$ cat config.mk
export PLATFORM = sky130hd
export DESIGN_NAME = uart_fifo_host_modem_port
export DESIGN_NICKNAME = d
export VERILOG_FILES = /design/src/core/uart_pkg.sv /design/src/core/uart_fifo_host_modem_port.sv
export VERILOG_INCLUDE_DIRS = /design/src /design/src/core
export SDC_FILE = /design/constraint.sdc
export NUM_CORES = 1
export LEC_CHECK = 0
export CORE_AREA = 3 3 184 186
export CTS_CLUSTER_SIZE = 25
export DETAILED_ROUTE_END_ITERATION = 12
export DIE_AREA = 0 0 187 189
export DONT_BUFFER_PORTS = 1
export PLACE_DENSITY = 0.75
export SLEW_MARGIN = 20
export SYNTH_ARGS = -nofsm -noshare
export SYNTH_HDL_FRONTEND = slang
export SYNTH_SLANG_ARGS = --single-unit
$ cat constraint.sdc
create_clock -name mclk_i -period 3.7 [get_ports mclk_i]
set_input_delay 0.555 -clock mclk_i [delete_from_list [all_inputs] [get_ports mclk_i]]
set_output_delay 0.555 -clock mclk_i [all_outputs]
set_load 0.02 [all_outputs]
$ cat src/core/uart_consts.svh
// Offsets, field positions, reset values and timing counts of the serial port.
`ifndef UART_CONSTS_SVH
`define UART_CONSTS_SVH
`define OFS_DATA      3'h0
`define OFS_IEN       3'h1
`define OFS_IID       3'h2
`define OFS_LCTL      3'h3
`define OFS_MCTL      3'h4
`define OFS_LSTAT     3'h5
`define OFS_MSTAT     3'h6
`define OFS_SCRATCH   3'h7
`define LCTL_DLAB     7
`define FCTL_EN       0
`define FCTL_RXCLR    1
`define FCTL_TXCLR    2
`define IEN_RDA       0
`define IEN_THRE      1
`define IEN_LS        2
`define IEN_MS        3
`define MS_CTS        4
`define MS_DSR        5
`define MS_DCD        7
`define IID_NONE      4'h1
`define IID_LS        4'h6
`define IID_RDA       4'h4
`define IID_THRE      4'h2
`define IID_MS        4'h0
`define DIV_RST       16'h0001
`define OVS_LAST      4'hF
`define OVS_MID       4'h7
`define FIFO_DEPTH    16
`define ERR_BITS      3
`endif

$ cat src/core/uart_pkg.sv
// Types shared by the serial port design.
package uart_pkg;
  typedef enum logic [1:0] {
    RX_IDLE  = 2'b00,
    RX_START = 2'b01,
    RX_DATA  = 2'b10,
    RX_STOP  = 2'b11
  } rx_state_t;
  typedef enum logic [0:0] {
    TX_IDLE = 1'b0,
    TX_BUSY = 1'b1
  } tx_state_t;
  typedef struct packed {
    logic cts_n;
    logic dsr_n;
    logic dcd_n;
  } modem_in_t;
  typedef struct packed {
    logic       cs_a;
    logic       cs_b;
    logic       cs_c_n;
    logic [2:0] addr;
  } sel_t;
  typedef struct packed {
    logic [2:0] err;
    logic [7:0] data;
  } rx_entry_t;
endpackage

$ cat src/core/uart_fifo_host_modem_port.sv
// Serial port with host register pins, optional FIFOs, baud generator and modem status.
//
// Operation
// - Starts in character mode, FIFO mode software selectable.
// - FIFO mode buffers 16 bytes, rx keeps errors.
// - Ready outputs usable as DMA transfer requests.
// - Deserialize serial input, serialize CPU bytes out.
// - CPU can read status at any time.
// - Baud divisor 1..65535 makes 16x transmit clock.
// - 16x clock driven out for the receiver.
// - Strobe low passes selects, high holds them.
// - Respond only when chip selects all active.
// - Data bus driven only during reads.
// - Status bit 4 CTS, bit 0 its change.
// - Status bit 7 DCD, bit 3 its change.
// - Driver disable high unless CPU is reading.
// - Status bit 5 DSR, bit 1 its change.
// - Interrupt on errors, data, empty, modem change.
`include "uart_consts.svh"
module uart_fifo_host_modem_port #(
  parameter int DEPTH = `FIFO_DEPTH
) (
  input  wire logic               mclk_i,
  input  wire logic               sys_rst_i,
  input  wire logic [2:0]         reg_select_i,
  input  wire logic               addr_strobe_n_i,
  input  wire logic               chip_sel_a_i,
  input  wire logic               chip_sel_b_i,
  input  wire logic               chip_sel_c_n_i,
  input  wire logic               rd_i,
  input  wire logic               wr_i,
  input  wire logic [7:0]         host_data_i,
  output logic      [7:0]         host_data_o,
  output logic                    host_data_oe_o,
  output logic                    read_driver_disable_o,
  output logic                    irq_out_o,
  output logic                    rx_dma_request_o,
  output logic                    tx_dma_request_o,
  output logic                    tx_x16_clock_out_o,
  input  wire logic               rx_x16_clock_i,
  input  wire logic               serial_in_i,
  output logic                    serial_out_o,
  input  wire uart_pkg::modem_in_t modem_i,
  output logic                    rts_n_o,
  output logic                    dtr_n_o
);
  import uart_pkg::*;
  localparam int PW = $clog2(DEPTH);

  // Wraps a FIFO pointer.
  function automatic logic [PW-1:0] ptr_inc(input logic [PW-1:0] p);
    return (p == PW'(DEPTH - 1)) ? '0 : p + 1'b1;
  endfunction

  sel_t                sel_in, sel_eff, sel_r, sel_nxt;
  logic                cs_ok, rd_q_r, wr_q_r, rd_p, wr_p, dlab;
  logic [15:0]         div_r, div_nxt, bcnt_r, bcnt_nxt;
  logic                btick_r, btick_nxt, rxq_r, rx_tick;
  logic [3:0]          ien_r, ien_nxt, dlt_r, dlt_nxt;
  logic [7:0]          lctl_r, lctl_nxt, scr_r, scr_nxt, rdat_r, rdat_nxt;
  logic [1:0]          mctl_r, mctl_nxt;
  logic                fen_r, fen_nxt, oe_r, oe_nxt, thp_r, thp_nxt, irq_r, irq_nxt;
  modem_in_t           mprev_r;
  logic [7:0]          mstat;
  logic [7:0]          tx_mem [DEPTH];
  rx_entry_t           rx_mem [DEPTH];
  logic [PW-1:0]       twp_r, twp_nxt, trp_r, trp_nxt, rwp_r, rwp_nxt, rrp_r, rrp_nxt;
  logic [PW:0]         tcnt_r, tcnt_nxt, rcnt_r, rcnt_nxt, cap;
  logic                tpush, tpop, rpush, rpop, tclr, rclr;
  tx_state_t           ts_r, ts_nxt;
  logic [9:0]          tsh_r, tsh_nxt;
  logic [3:0]          tph_r, tph_nxt, tbit_r, tbit_nxt;
  rx_state_t           rs_r, rs_nxt;
  logic [3:0]          rph_r, rph_nxt, rbit_r, rbit_nxt;
  logic [7:0]          rsh_r, rsh_nxt;
  rx_entry_t           rent, rhead;
  logic [3:0]          iid;
  logic                ls_i, rda_i, thr_i, ms_i;

  // Selects pass through while the strobe is low and are held while it is high.
  assign sel_in  = '{chip_sel_a_i, chip_sel_b_i, chip_sel_c_n_i, reg_select_i};
  assign sel_eff = addr_strobe_n_i ? sel_r : sel_in;
  assign sel_nxt = addr_strobe_n_i ? sel_r : sel_in;
  assign cs_ok   = sel_eff.cs_a & sel_eff.cs_b & ~sel_eff.cs_c_n;
  assign rd_p    = rd_i & ~rd_q_r & cs_ok;
  assign wr_p    = wr_i & ~wr_q_r & cs_ok;
  assign dlab    = lctl_r[`LCTL_DLAB];
  assign rx_tick = rx_x16_clock_i & ~rxq_r;

  // Head entry, capacity and interrupt sources.
  assign rhead = rx_mem[rrp_r];
  assign cap   = fen_r ? (PW+1)'(DEPTH) : (PW+1)'(1);
  assign mstat = {~modem_i.dcd_n, 1'b0, ~modem_i.dsr_n, ~modem_i.cts_n, dlt_r};
  assign ls_i  = ien_r[`IEN_LS] & (oe_r | ((rcnt_r != '0) & (rhead.err != '0)));
  assign rda_i = ien_r[`IEN_RDA] & (rcnt_r != '0);
  assign thr_i = ien_r[`IEN_THRE] & thp_r;
  assign ms_i  = ien_r[`IEN_MS] & (dlt_r != '0);
  assign iid   = ls_i ? `IID_LS : rda_i ? `IID_RDA : thr_i ? `IID_THRE :
                 ms_i ? `IID_MS : `IID_NONE;

  // Host-side register file, modem change flags and interrupt.
  always_comb begin
    div_nxt  = div_r;
    ien_nxt  = ien_r;
    lctl_nxt = lctl_r;
    mctl_nxt = mctl_r;
    scr_nxt  = scr_r;
    fen_nxt  = fen_r;
    rdat_nxt = rdat_r;
    tpush = 1'b0;
    rpop  = 1'b0;
    tclr  = 1'b0;
    rclr  = 1'b0;
    if (wr_p) begin
      case (sel_eff.addr)
        `OFS_DATA: if (dlab) div_nxt[7:0] = host_data_i;
                   else tpush = (tcnt_r < cap);
        `OFS_IEN:  if (dlab) div_nxt[15:8] = host_data_i;
                   else ien_nxt = host_data_i[3:0];
        `OFS_IID: begin
          fen_nxt = host_data_i[`FCTL_EN];
          tclr = host_data_i[`FCTL_TXCLR] | (fen_nxt != fen_r);
          rclr = host_data_i[`FCTL_RXCLR] | (fen_nxt != fen_r);
        end
        `OFS_LCTL:    lctl_nxt = host_data_i;
        `OFS_MCTL:    mctl_nxt = host_data_i[1:0];
        `OFS_SCRATCH: scr_nxt = host_data_i;
        default: ;
      endcase
    end
    if (rd_p) begin
      case (sel_eff.addr)
        `OFS_DATA: begin
          rdat_nxt = dlab ? div_r[7:0] : rhead.data;
          rpop = ~dlab & (rcnt_r != '0);
        end
        `OFS_IEN:     rdat_nxt = dlab ? div_r[15:8] : {4'h0, ien_r};
        `OFS_IID:     rdat_nxt = {fen_r, fen_r, 2'b00, iid};
        `OFS_LCTL:    rdat_nxt = lctl_r;
        `OFS_MCTL:    rdat_nxt = {6'h00, mctl_r};
        `OFS_LSTAT:   rdat_nxt = {fen_r & (rhead.err != '0) & (rcnt_r != '0),
                                  (tcnt_r == '0) & (ts_r == TX_IDLE), tcnt_r == '0,
                                  rhead.err[2:1] & {2{rcnt_r != '0}}, 1'b0, oe_r,
                                  rcnt_r != '0};
        `OFS_MSTAT:   rdat_nxt = mstat;
        `OFS_SCRATCH: rdat_nxt = scr_r;
        default:      rdat_nxt = 8'h00;
      endcase
    end
    // Change flags: a new change wins over the clearing read.
    dlt_nxt = ((rd_p && sel_eff.addr == `OFS_MSTAT) ? 4'h0 : dlt_r) |
              {modem_i.dcd_n ^ mprev_r.dcd_n, 1'b0, modem_i.dsr_n ^ mprev_r.dsr_n,
               modem_i.cts_n ^ mprev_r.cts_n};
    oe_nxt  = ((rd_p && sel_eff.addr == `OFS_LSTAT) ? 1'b0 : oe_r) |
              (rpush & (rcnt_r >= cap));
    thp_nxt = ((tpush | (rd_p && sel_eff.addr == `OFS_IID && iid == `IID_THRE)) ? 1'b0 : thp_r)
              | (tpop & (tcnt_r == (PW+1)'(1)));
    irq_nxt = ls_i | rda_i | thr_i | ms_i;
  end

  always_ff @(posedge mclk_i) begin
    if (sys_rst_i) begin
      sel_r   <= '0;
      rd_q_r  <= 1'b0;
      wr_q_r  <= 1'b0;
      div_r   <= `DIV_RST;
      ien_r   <= 4'h0;
      lctl_r  <= 8'h00;
      mctl_r  <= 2'h0;
      scr_r   <= 8'h00;
      fen_r   <= 1'b0;
      rdat_r  <= 8'h00;
      dlt_r   <= 4'h0;
      mprev_r <= '{1'b1, 1'b1, 1'b1};
      oe_r    <= 1'b0;
      thp_r   <= 1'b0;
      irq_r   <= 1'b0;
      rxq_r   <= 1'b0;
    end else begin
      sel_r   <= sel_nxt;
      rd_q_r  <= rd_i;
      wr_q_r  <= wr_i;
      div_r   <= div_nxt;
      ien_r   <= ien_nxt;
      lctl_r  <= lctl_nxt;
      mctl_r  <= mctl_nxt;
      scr_r   <= scr_nxt;
      fen_r   <= fen_nxt;
      rdat_r  <= rdat_nxt;
      dlt_r   <= dlt_nxt;
      mprev_r <= modem_i;
      oe_r    <= oe_nxt;
      thp_r   <= thp_nxt;
      irq_r   <= irq_nxt;
      rxq_r   <= rx_x16_clock_i;
    end
  end

  // Baud generator: one tick every divisor cycles; zero acts as one.
  always_comb begin
    bcnt_nxt  = (bcnt_r <= 16'h0001) ? div_r : bcnt_r - 16'h0001;
    btick_nxt = (bcnt_r <= 16'h0001);
  end

  // FIFO pointers and the transmit and receive engines.
  always_comb begin
    tpop = 1'b0; rpush = 1'b0;
    ts_nxt = ts_r; tsh_nxt = tsh_r; tph_nxt = tph_r; tbit_nxt = tbit_r;
    rs_nxt = rs_r; rph_nxt = rph_r; rbit_nxt = rbit_r; rsh_nxt = rsh_r;
    rent = '{3'b000, rsh_r};
    case (ts_r)
      TX_IDLE: if (btick_r && tcnt_r != '0) begin
        tpop = 1'b1;
        tsh_nxt = {1'b1, tx_mem[trp_r], 1'b0};
        tph_nxt = 4'h0;
        tbit_nxt = 4'h0;
        ts_nxt = TX_BUSY;
      end
      TX_BUSY: if (btick_r) begin
        tph_nxt = tph_r + 4'h1;
        if (tph_r == `OVS_LAST) begin
          tsh_nxt = {1'b1, tsh_r[9:1]};
          tbit_nxt = tbit_r + 4'h1;
          if (tbit_r == 4'h9) ts_nxt = TX_IDLE;
        end
      end
      default: ts_nxt = TX_IDLE;
    endcase
    case (rs_r)
      RX_IDLE: if (!serial_in_i) begin
        rs_nxt = RX_START;
        rph_nxt = 4'h0;
      end
      RX_START: if (rx_tick) begin
        rph_nxt = rph_r + 4'h1;
        if (rph_r == `OVS_MID) begin
          rs_nxt = serial_in_i ? RX_IDLE : RX_DATA;
          rph_nxt = 4'h0;
          rbit_nxt = 4'h0;
        end
      end
      RX_DATA: if (rx_tick) begin
        rph_nxt = rph_r + 4'h1;
        if (rph_r == `OVS_LAST) begin
          rsh_nxt = {serial_in_i, rsh_r[7:1]};
          rbit_nxt = rbit_r + 4'h1;
          if (rbit_r == 4'h7) rs_nxt = RX_STOP;
        end
      end
      RX_STOP: if (rx_tick && rph_r == `OVS_LAST) begin
        rpush = 1'b1;
        rent.err = {~serial_in_i & (rsh_r == 8'h00), ~serial_in_i, 1'b0};
        rs_nxt = RX_IDLE;
      end else if (rx_tick) rph_nxt = rph_r + 4'h1;
      default: rs_nxt = RX_IDLE;
    endcase
    twp_nxt  = tclr ? '0 : tpush ? ptr_inc(twp_r) : twp_r;
    trp_nxt  = tclr ? '0 : tpop ? ptr_inc(trp_r) : trp_r;
    tcnt_nxt = tclr ? '0 : tcnt_r + (PW+1)'(tpush) - (PW+1)'(tpop);
    rwp_nxt  = rclr ? '0 : (rpush && rcnt_r < cap) ? ptr_inc(rwp_r) : rwp_r;
    rrp_nxt  = rclr ? '0 : rpop ? ptr_inc(rrp_r) : rrp_r;
    rcnt_nxt = rclr ? '0 : rcnt_r + (PW+1)'(rpush && rcnt_r < cap) - (PW+1)'(rpop);
  end

  always_ff @(posedge mclk_i) begin
    if (tpush) tx_mem[twp_r] <= host_data_i;
    if (rpush && rcnt_r < cap) rx_mem[rwp_r] <= rent;
    if (sys_rst_i) begin
      bcnt_r <= `DIV_RST; btick_r <= 1'b0;
      twp_r <= '0; trp_r <= '0; tcnt_r <= '0;
      rwp_r <= '0; rrp_r <= '0; rcnt_r <= '0;
      ts_r <= TX_IDLE; tsh_r <= 10'h3FF; tph_r <= 4'h0; tbit_r <= 4'h0;
      rs_r <= RX_IDLE; rph_r <= 4'h0; rbit_r <= 4'h0; rsh_r <= 8'h00;
    end else begin
      bcnt_r <= bcnt_nxt; btick_r <= btick_nxt;
      twp_r <= twp_nxt; trp_r <= trp_nxt; tcnt_r <= tcnt_nxt;
      rwp_r <= rwp_nxt; rrp_r <= rrp_nxt; rcnt_r <= rcnt_nxt;
      ts_r <= ts_nxt; tsh_r <= tsh_nxt; tph_r <= tph_nxt; tbit_r <= tbit_nxt;
      rs_r <= rs_nxt; rph_r <= rph_nxt; rbit_r <= rbit_nxt; rsh_r <= rsh_nxt;
    end
  end

  // Pin outputs.
  assign host_data_o           = rdat_r;
  assign host_data_oe_o        = rd_i & rd_q_r & cs_ok;
  assign read_driver_disable_o = ~(rd_i & cs_ok);
  assign irq_out_o             = irq_r;
  assign rx_dma_request_o      = (rcnt_r != '0);
  assign tx_dma_request_o      = (tcnt_r < cap);
  assign tx_x16_clock_out_o    = btick_r;
  assign serial_out_o          = tsh_r[0] | (ts_r == TX_IDLE);
  assign rts_n_o               = ~mctl_r[1];
  assign dtr_n_o               = ~mctl_r[0];
endmodule // uart_fifo_host_modem_port

Word level (Yosys, flattened, before mapping)
Memories as Yosys holds them, arrays and structs flattened. A register that Yosys moved wholly into a read port is not among the register bits.
Cells that the tools add are included.
W data, S select, Z words.
Cells by class
  $add $sub $neg: 13
  order comparisons: 4
  equality and inequality tests: 33
  muxes and demuxes: 74
  bitwise gates (word level): 50
  reduce and logical (&&, ||, !) cells: 31
Operators with widths (number)
  $mux W4: 22
  $pmux W8 S8: 1
  $add A4 B1 Y4 const B: 8
  $mux W10: 3
  $eq A4 B4 Y1 const B: 7
  $pmux W4 S2: 3
  $mux W1: 23
  $and A1 B1 Y1: 22
  $ne A2 B2 Y1 const B: 10
  $pmux W10 S2: 1
  $mux W2: 9
  $reduce_and A3 Y1: 6
  $le A16 B1 Y1 const B: 1
  $mux W16: 1
  $mux W8: 2
  $pmux W4 S4: 1
  $sub A16 B1 Y16 const B: 1
  $not A1 Y1: 13
  $eq A3 B3 Y1 const B: 4
  $mux W3: 4
  $add A5 B1 Y5: 2
  $lt A5 B5 Y1: 2
  $or A1 B1 Y1: 10
  $reduce_and A2 Y1: 5
  29 further kinds: 44
Word-level totals
  bits in registers: 146
  RAM bits: 304
  input bits: 24
  output and inout bits: 17
  memories kept: 2
Memories
  rx_mem: depth 16, bits a word 11, read ports 1, clocked after memory_dff 1, write ports 1, line uart_fifo_host_modem_port.sv:66  | rx_entry_t rx_mem [DEPTH];
  tx_mem: depth 16, bits a word 8, read ports 1, clocked after memory_dff 1, write ports 1, line uart_fifo_host_modem_port.sv:65  | logic [7:0] tx_mem [DEPTH];

Depth between registers and ports, before layout
Gate-level depths: netlist (run 1).
  depth after elaboration: 11
  gate-level depth with buffers: 17
  gate-level depth less buffers: 17

Least setup slack after synthesis (run 1)
Ideal clock, no wire load.
  path type: input to register
  start point: input addr_strobe_n_i
  end point: register tcnt_r[4]
  library setup time: 0.128 ns
  arrival time: 3.330 ns
  required time: 3.572 ns
  slack: 0.242 ns
  stages on the path: 15
  path buffers: 0
  cells stage by stage: nor4bb_1 o21ai_1 a2111oi_4 inv_1 ha_1 inv_1 ha_1 inv_1 fa_1 nor2_1 nor2_1 nor2_1 nor2_1 xnor2_1 nor2_1
On the way
  cells in the longest elaborated chain, start to end: 7
  elaborated cells on any way between the ends: 14
  those cells by class: add/sub (2); eq/ne (1); mux (5); bitwise (4); reduce/logical (2)
Ends and longest elaborated chain
  start: declaration: line uart_fifo_host_modem_port.sv:26  | input wire logic addr_strobe_n_i,
  $mux W6 *
  $and A1 B1 Y1 or $not A1 Y1 (tied branches): line uart_fifo_host_modem_port.sv:84  | assign cs_ok = sel_eff.cs_a & sel_eff.cs_b & ~sel_eff.cs_c_n;
  $and A1 B1 Y1: line uart_fifo_host_modem_port.sv:84
  $and A1 B1 Y1: line uart_fifo_host_modem_port.sv:86  | assign wr_p = wr_i & ~wr_q_r & cs_ok;
  $mux W1: line uart_fifo_host_modem_port.sv:114  | if (wr_p) begin
  $add A5 B1 Y5: line uart_fifo_host_modem_port.sv:259  | tcnt_nxt = tclr ? '0 : tcnt_r + (PW+1)'(tpush) - (PW+1)'(tpop);
  $sub A5 B1 Y5: line uart_fifo_host_modem_port.sv:259
  end signal: assignment: line uart_fifo_host_modem_port.sv:276  | twp_r <= twp_nxt; trp_r <= trp_nxt; tcnt_r <= tcnt_nxt;
  end: declaration: line uart_fifo_host_modem_port.sv:68  | logic [PW:0] tcnt_r, tcnt_nxt, rcnt_r, rcnt_nxt, cap;
Every way passes the cells marked *; elsewhere a longest branch is shown, timed or not.
A chain may end at the register's enable or synchronous reset.

Final worst setup path (run 1)
  start point: register rcnt_r[2]
  end point: register rcnt_r[4]
On the way
  cells in the longest elaborated chain, start to end: 5
  elaborated cells on any way between the ends: 8
  those cells by class: add/sub (2); order compare (1); mux (2); bitwise (1); reduce/logical (2)
Ends and longest elaborated chain
  start: declaration: line uart_fifo_host_modem_port.sv:68
  start signal: assignment: line uart_fifo_host_modem_port.sv:277  | rwp_r <= rwp_nxt; rrp_r <= rrp_nxt; rcnt_r <= rcnt_nxt;
  $reduce_bool A5 Y1
  net rx_dma_request_o: line uart_fifo_host_modem_port.sv:37  | output logic rx_dma_request_o,
  $and A1 B1 Y1: line uart_fifo_host_modem_port.sv:135  | rpop = ~dlab & (rcnt_r != '0);
  $mux W1: line uart_fifo_host_modem_port.sv:132  | case (sel_eff.addr)
  $mux W1: line uart_fifo_host_modem_port.sv:131  | if (rd_p) begin
  $sub A5 B1 Y5: line uart_fifo_host_modem_port.sv:262  | rcnt_nxt = rclr ? '0 : rcnt_r + (PW+1)'(rpush && rcnt_r < cap) - (PW+1)'(rpop);
The timed path passes the listed nets, and every way through them passes these cells.

==> results by group, run 1 <==
Die
  • Core Box Area: 0.0325 mm²
  • Initial Util: 56.6%
  • Die area: 0.0353 mm²
  • Row Count: 66
  • Die height: 189 µm
  • Chip Width: 187 µm
  • IO Count: 41

CTS
  • Clk Latency, worst-skew pair: 0.55 ns
  • CTS Hold Bufs: 0
  • Number of CTS-inserted buffers: 43
  • Post-CTS Setup Inserts: 0
  • Clock root cell: clkbuf_16
  • CTS tree: done
  • H-tree depth: 2
  • Clk buf depth: 3
  • Post-CTS Resized: 0
  • Clk slew on worst S/H paths: 0.06 ns
  • Clk sinks: 440

Setup path
  • Top Family by Delay on Critical Path: simple AND/OR/NAND/NOR gates
  • Crit path depth: 15
  • Origin of the critical flop-to-flop path: rcnt_r[2]
  • Crit path max-delay cell type: or4b_2
  • Critical Path AT: 3.73 ns
  • Crit path largest cell delay: 0.80 ns
  • R2R setup slack: 0.42 ns
  • Cell depth of the worst flop-to-flop path: 15
  • Crit Path Category: flip-flop to flip-flop
  • Required @ worst endpoint: 4.14 ns
  • Worst setup path start: rcnt_r[2]
  • Crit start category: flip-flop
  • Crit-path max FO: 8
  • FF-to-FF End: rcnt_r[4]
  • Nature of the critical path endpoint: flip-flop
  • Crit path top cell by count: nor2_1
  • Crit path cell chain: inv_1 -> ha_1 -> or4b_2 -> nor3b_2 -> ha_1 -> inv_1 -> ha_1 -> inv_1 -> fa_1 -> nor2_1 -> nor2_1 -> nor2_1 -> nor2_1 -> xnor2_1 -> nor2_1
  • Worst Path Buf+Inv: 3

Finish
  • Layout Nets: 1392
  • Antenna diodes: 0
  • FF+latch area: 0.0117 mm²
  • Fillers: 2353
  • Synth-to-layout area growth: 11.2%
  • Area of the multi-input gates: 0.00629 mm²
  • Post-route cell area: 0.0204 mm²
  • Util after Layout: 63.0%
  • Layout cells sized above 1: 17.4%

Synthesis
  • Avg Cell Area, Syn: 14.2 µm²
  • Syn_nets: 1360
  • Post-synth cell types: 64
  • Register area share after synthesis: 63.6%
  • Top FF cell, synth: edfxtp_1
  • Post-Synthesis Cell Area: 0.0184 mm²
  • Async SR Flop Fraction: 0%
  • Flops & latches, synth: 440
  • Number of synthesized flops with an enable pin: 288
  • Yosys warning count: 0
  • Cell count after synthesis: 1298

STA
  • Least-Margin Pin Slew: 0.923 ns
  • Clock period minus final worst setup slack: 3.28 ns
  • Max frequency: 0.305 GHz
  • Sum Neg Setup Slack: 0 ns
  • Slew Limit Fails: 0
  • Rel. slew slack: 38.1%
  • RSZ-0062 raised after global routing: no
  • Fin. Hold Viols: 0
  • Final period util: 88.7%
  • Worst Skew: 0.0260 ns
  • Final setup vio count: 0

Worst hold path
  • Hold Crit Class: input port to flip-flop
  • Worst Hold Depth: 1
  • Min-delay src: sys_rst_i
  • Hold Path End: tbit_r[1]

Routing
  • Via Count: 10900
  • ANT nets after route: 0
  • WL final: 39600 µm
  • Initial drt markers: 951
  • Drt pass-1 iters: 5
  • Via density: 6.03
  • Routed WL per cell: 21.9 µm
  • Residual DRC: 0

Power and ir drop
  • Peak VDD IR: 0.436 mV
  • Lkg Pwr: 7.02 nW
  • Pwr dens: 522 mW/mm²
  • Total Power: 10.7 mW

GRT
  • Largest net degree at the start of global routing: 124
  • First-pass GRT wire length: 62300 µm
  • Vias in the first global route: 10900
  • GRT Util Overall: 22.6%
  • GRT overflow: 0
  • Initial antenna violation count: 0

Placement
  • # port buffers: 0
  • GP Congestion: 0.883
  • Post-DP Area: 0.0191 mm²
  • Final HPWL from detailed placement: 25600 µm

Flow run
  • Max_cap viols: 0

Outcome
  • Outcome: completed
==> cell usage after synthesis, types with 9 or more instances <==
master,instances,area [µm²]
xor2_1,18,158
a211oi_2,10,125
nor4_1,9,56.3
edfxtp_1,288,8650
nand3_1,19,95.1
mux4_2,87,1960
o21ai_0,19,95.1
ha_1,36,450
a21oi_1,64,320
nand2b_1,9,56.3
a31oi_1,9,56.3
inv_1,34,128
nor3_1,31,155
nand2_1,67,251
buf_1,12,45.0
clkbuf_1,42,158
nor2b_1,10,62.6
mux2i_1,70,701
nor2_1,177,664
dfxtp_1,152,3040
xnor2_1,14,123
==> power by group <==
group          switching, mW  internal [mW]  total [mW]
combinational          0.612          0.488        1.10
sequential             0.118           5.32        5.44
clock                   1.80           2.33        4.13
==> layout make-up <==
class	instances	area share (%)
multi-input cells	760	30.8
well taps	442	2.71
repair buffers	50	2.02
flip-flops and latches	440	57.2
clock buffers	66	6.08
clock inverters	13	0.557
inverters	35	0.643
==> through the flow <==
step / hold slack [ns] / setup slack (ns) / cells
2_1_floorplan: 0.448 / 0.242 / 1298
3_3_place_gp: 0.455 / 0.486 / 1727
3_5_place_dp: 0.469 / 0.415 / 1727
4_1_cts: 0.0546 / 0.433 / 1806
5_1_grt: 0.0558 / 0.202 / 1806
6_report: 0.0760 / 0.417 / 1806
==> layer usage <==
| layer | vias to the layer above | wire length, µm | track usage [%] |
|---|---|---|---|
| met5 | - | 0 | 0 |
| met2 | 387 | 19600 | 38.7 |
| met1 | 5468 | 16700 | 30.8 |
| li1 | 4982 | - | - |
| met4 | 0 | 742 | 5.41 |
| met3 | 56 | 2540 | 3.48 |
==> state kept, by name, summed over array words and instances, names as in the netlist, 5 cells and up, named ones only <==
signal and flops:
host_data_o 8, rcnt_r 5, div_r 16, rx_mem 160
sel_r 6, tsh_r 9, bcnt_r 16, rsh_r 8
tx_mem 128, lctl_r 8, tcnt_r 5, scr_r 8
==> worst max path at each step <==
stage	end	slack, ns
6_report	rcnt_r[4]	0.42
2_1_floorplan	tcnt_r[4]	0.24
3_3_place_gp	tcnt_r[4]	0.49
5_1_grt	rcnt_r[4]	0.20
4_1_cts	rcnt_r[4]	0.43
3_5_place_dp	tcnt_r[4]	0.41
==> kinds of logic after synthesis <==
| group | count (synthesis) | share of synthesized area [%] |
|---|---|---|
| XOR/XNOR | 32 | 1.52 |
| AO/OA/AOI/OAI | 153 | 5.58 |
| flip-flops | 440 | 63.6 |
| multiplexers | 162 | 14.8 |
| buffers and inverters | 98 | 2.21 |
| AND/OR/NAND/NOR | 375 | 9.63 |
| adder cells (fa/ha/maj) | 38 | 2.67 |
==> layout by cell type (no fill, tap or decap), types with 5 or more instances in the layout <==
master,n
edfxtp_1,288
nor2_1,177
dfxtp_1,150
mux4_2,87
mux2i_1,69
nand2_1,67
a21oi_1,64
buf_4,47
clkbuf_16,43
ha_1,36
inv_1,34
nor3_1,31
o21ai_0,19
nand3_1,19
xor2_1,18
clkbuf_1,15
xnor2_1,14
a211oi_2,10
nor2b_1,10
nand2b_1,9
nor4_1,9
a31oi_1,9
clkbuf_8,8
nand4_1,7
or3_1,7
a211oi_1,7
a311oi_1,6
and3_1,5
mux2_2,5
or4_1,5
No activity file was read; power rests on OpenSTA's default activity.
==> inputs of run 2 (changes only) <==
Settings changed: CORE_AREA 3 3 184 186 to 3 3 131 260, DIE_AREA 0 0 187 189 to 0 0 134 263, TNS_END_PERCENT set to 100.
==> results by group, run 2 (synthesized netlist as in run 1, its figures left out) <==
Finish
  • Most common cell after layout, fill and taps aside: edfxtp_1 (unchanged)
  • Largest Register: rx_mem (unchanged)
  • Largest regs: rx_mem: 160 flops, tx_mem: 128 flops (unchanged)
  • Antenna diodes: 0 (unchanged)
  • Layout cells sized above 1: 17.7% (was 17.4%)
  • Most frequent cells in the layout: edfxtp_1, nor2_1, dfxtp_1 (unchanged)
  • Fillers: 2361 (was 2353)
  • Synth-to-layout area growth: 10.6% (was 11.2%)
  • Max reg flops: 160 (unchanged)
  • Layout Nets: 1391 (was 1392)

Die
  • Die height: 263 µm (was 189 µm)
  • Die area: 0.0352 mm² (was 0.0353 mm²)
  • Core Box Area: 0.0322 mm² (was 0.0325 mm²)
  • Row Count: 93 (was 66)
  • Initial Util: 57.0% (was 56.6%)
  • Chip Width: 134 µm (was 187 µm)
  • IO Count: 41 (unchanged)

Placement
  • # port buffers: 0 (unchanged)
  • Final HPWL from detailed placement: 31000 µm (was 25600 µm)
  • GP Congestion: 0.883 (about the same)

Setup path
  • Nature of the critical path endpoint: flip-flop (unchanged)
  • Top Family by Delay on Critical Path: simple AND/OR/NAND/NOR gates (unchanged)
  • Crit path top cell by count: nor2_1 (unchanged)
  • Crit-path max FO: 11 (was 8)
  • Crit start category: flip-flop (unchanged)
  • Critical Path AT: 3.78 ns (was 3.73 ns)
  • Worst Path Buf+Inv: 4 (was 3)
  • Crit path cell chain: inv_1 -> ha_1 -> or4b_2 -> nand3b_1 -> inv_1 -> ha_1 -> inv_1 -> ha_1 -> inv_1 -> fa_1 -> nor2_1 -> nor2_1 -> nor2_1 -> nor2_1 -> xnor2_1 -> nor2_1 (was inv_1 -> ha_1 -> or4b_2 -> nor3b_2 -> ha_1 -> inv_1 -> ha_1 -> inv_1 -> fa_1 -> nor2_1 -> nor2_1 -> nor2_1 -> nor2_1 -> xnor2_1 -> nor2_1)
  • R2R setup slack: 0.36 ns (was 0.42 ns)
  • Crit Path Category: flip-flop to flip-flop (unchanged)
  • Crit path max-delay cell type: or4b_2 (unchanged)
  • Required @ worst endpoint: 4.14 ns (about the same)
  • Crit path largest cell delay: 0.66 ns (was 0.80 ns)

Power and ir drop
  • Lkg Pwr: 6.99 nW (was 7.02 nW)
  • Peak VDD IR: 0.483 mV (was 0.436 mV)
  • Pwr dens: 522 mW/mm² (about the same)
  • Total Power: 10.6 mW (was 10.7 mW)

STA
  • Max frequency: 0.299 GHz (was 0.305 GHz)
  • Sum Neg Setup Slack: 0 ns (unchanged)
  • Final setup vio count: 0 (unchanged)
  • Rel. slew slack: 37.3% (was 38.1%)
  • Clock period minus final worst setup slack: 3.34 ns (was 3.28 ns)
  • Fin. Hold Viols: 0 (unchanged)
  • Worst Skew: 0.0171 ns (was 0.0260 ns)
  • RSZ-0062 raised after global routing: no (unchanged)
  • Slew Limit Fails: 0 (unchanged)
  • Final period util: 90.4% (was 88.7%)
  • Least-Margin Pin Slew: 0.930 ns (was 0.923 ns)

GRT
  • First-pass GRT wire length: 66000 µm (was 62300 µm)
  • Largest net degree at the start of global routing: 124 (unchanged)
  • GRT overflow: 0 (unchanged)
  • Vias in the first global route: 11200 (was 10900)
  • GRT Util Overall: 24.9% (was 22.6%)
  • Initial antenna violation count: 0 (unchanged)

Worst hold path
  • Hold Crit Class: input port to flip-flop (unchanged)

CTS
  • Clk slew on worst S/H paths: 0.07 ns (was 0.06 ns)
  • Clock root cell: clkbuf_16 (unchanged)
  • Clk sinks: 440 (unchanged)
  • H-tree depth: 2 (unchanged)
  • Clk buf depth: 3 (unchanged)
  • Post-CTS Setup Inserts: 0 (unchanged)
  • Clk Latency, worst-skew pair: 0.54 ns (was 0.55 ns)
  • CTS tree: done (unchanged)
  • CTS Hold Bufs: 0 (unchanged)
  • Post-CTS Resized: 0 (unchanged)
  • Number of CTS-inserted buffers: 38 (was 43)

Routing
  • ANT nets after route: 0 (unchanged)
  • Routed WL per cell: 24.1 µm (was 21.9 µm)
  • Initial drt markers: 542 (was 951)
  • Residual DRC: 0 (unchanged)
  • Drt pass-1 iters: 5 (unchanged)
  • Via Count: 10800 (was 10900)
  • Via density: 6.04 (was 6.03)
  • WL final: 43000 µm (was 39600 µm)

Flow run
  • Max_cap viols: 0 (unchanged)

Outcome
  • Outcome: completed (unchanged)
run 2: cell count changes in the layout (fill, tap and decap cells not counted), sizes merged:
cell and change:
clkbuf -25, clkinv +7, bufinv +5, buf +4
clkinvlp +2, inv +1
run 2: routing by layer:
metal	wire (µm)	global-route usage, %	part of all wire [%]	vias up
met1	13700	24.1	32	5405
met4	3130	15.4	7.3	0
met5	0	0	0	-
met3	1820	4.13	4.2	125
li1	-	-	-	4958
met2	24400	47.5	57	295
run 2: final timing paths:
kind / to / start / cells after the start
worst max-delay path: tcnt_r[4] / tcnt_r[2] / 16
worst min-delay path: tx_mem[9][0] / host_data_i[0] / 0
worst max register to register: tcnt_r[4] / tcnt_r[2] / 16
worst min register to register: rbit_r[1] / rbit_r[1] / 2
run 2: area by class of cell:
type	count	area (µm²)	area share, %
Sequential cell	440	11700	57.5
Multi-Input combinational cell	760	6290	30.9
Clock buffer	41	993	4.89
Tap cell	427	534	2.63
Timing Repair Buffer	54	405	1.99
Clock inverter	28	288	1.42
Inverter	35	131	0.646
run 2: stage by stage:
step	hold WS, ns	cell area [µm²]	worst slack, ns	instances	utilization (%)
global placement	0.457	19100	0.417	1716	59.1
CTS	0.0867	20300	0.378	1785	63.1
finish	0.112	20300	0.357	1785	63.1
floorplan	0.448	18400	0.242	1298	-
detailed placement	0.470	19100	0.368	1716	59.1
global route	0.0931	20300	0.0895	1785	63.1
run 2: report_power, final:
group          switching [mW]  leakage (nW)  internal, mW  total, mW
clock                    1.75         0.616          2.31       4.06
sequential              0.125          4.09          5.31       5.44
combinational           0.626          2.28         0.497       1.12
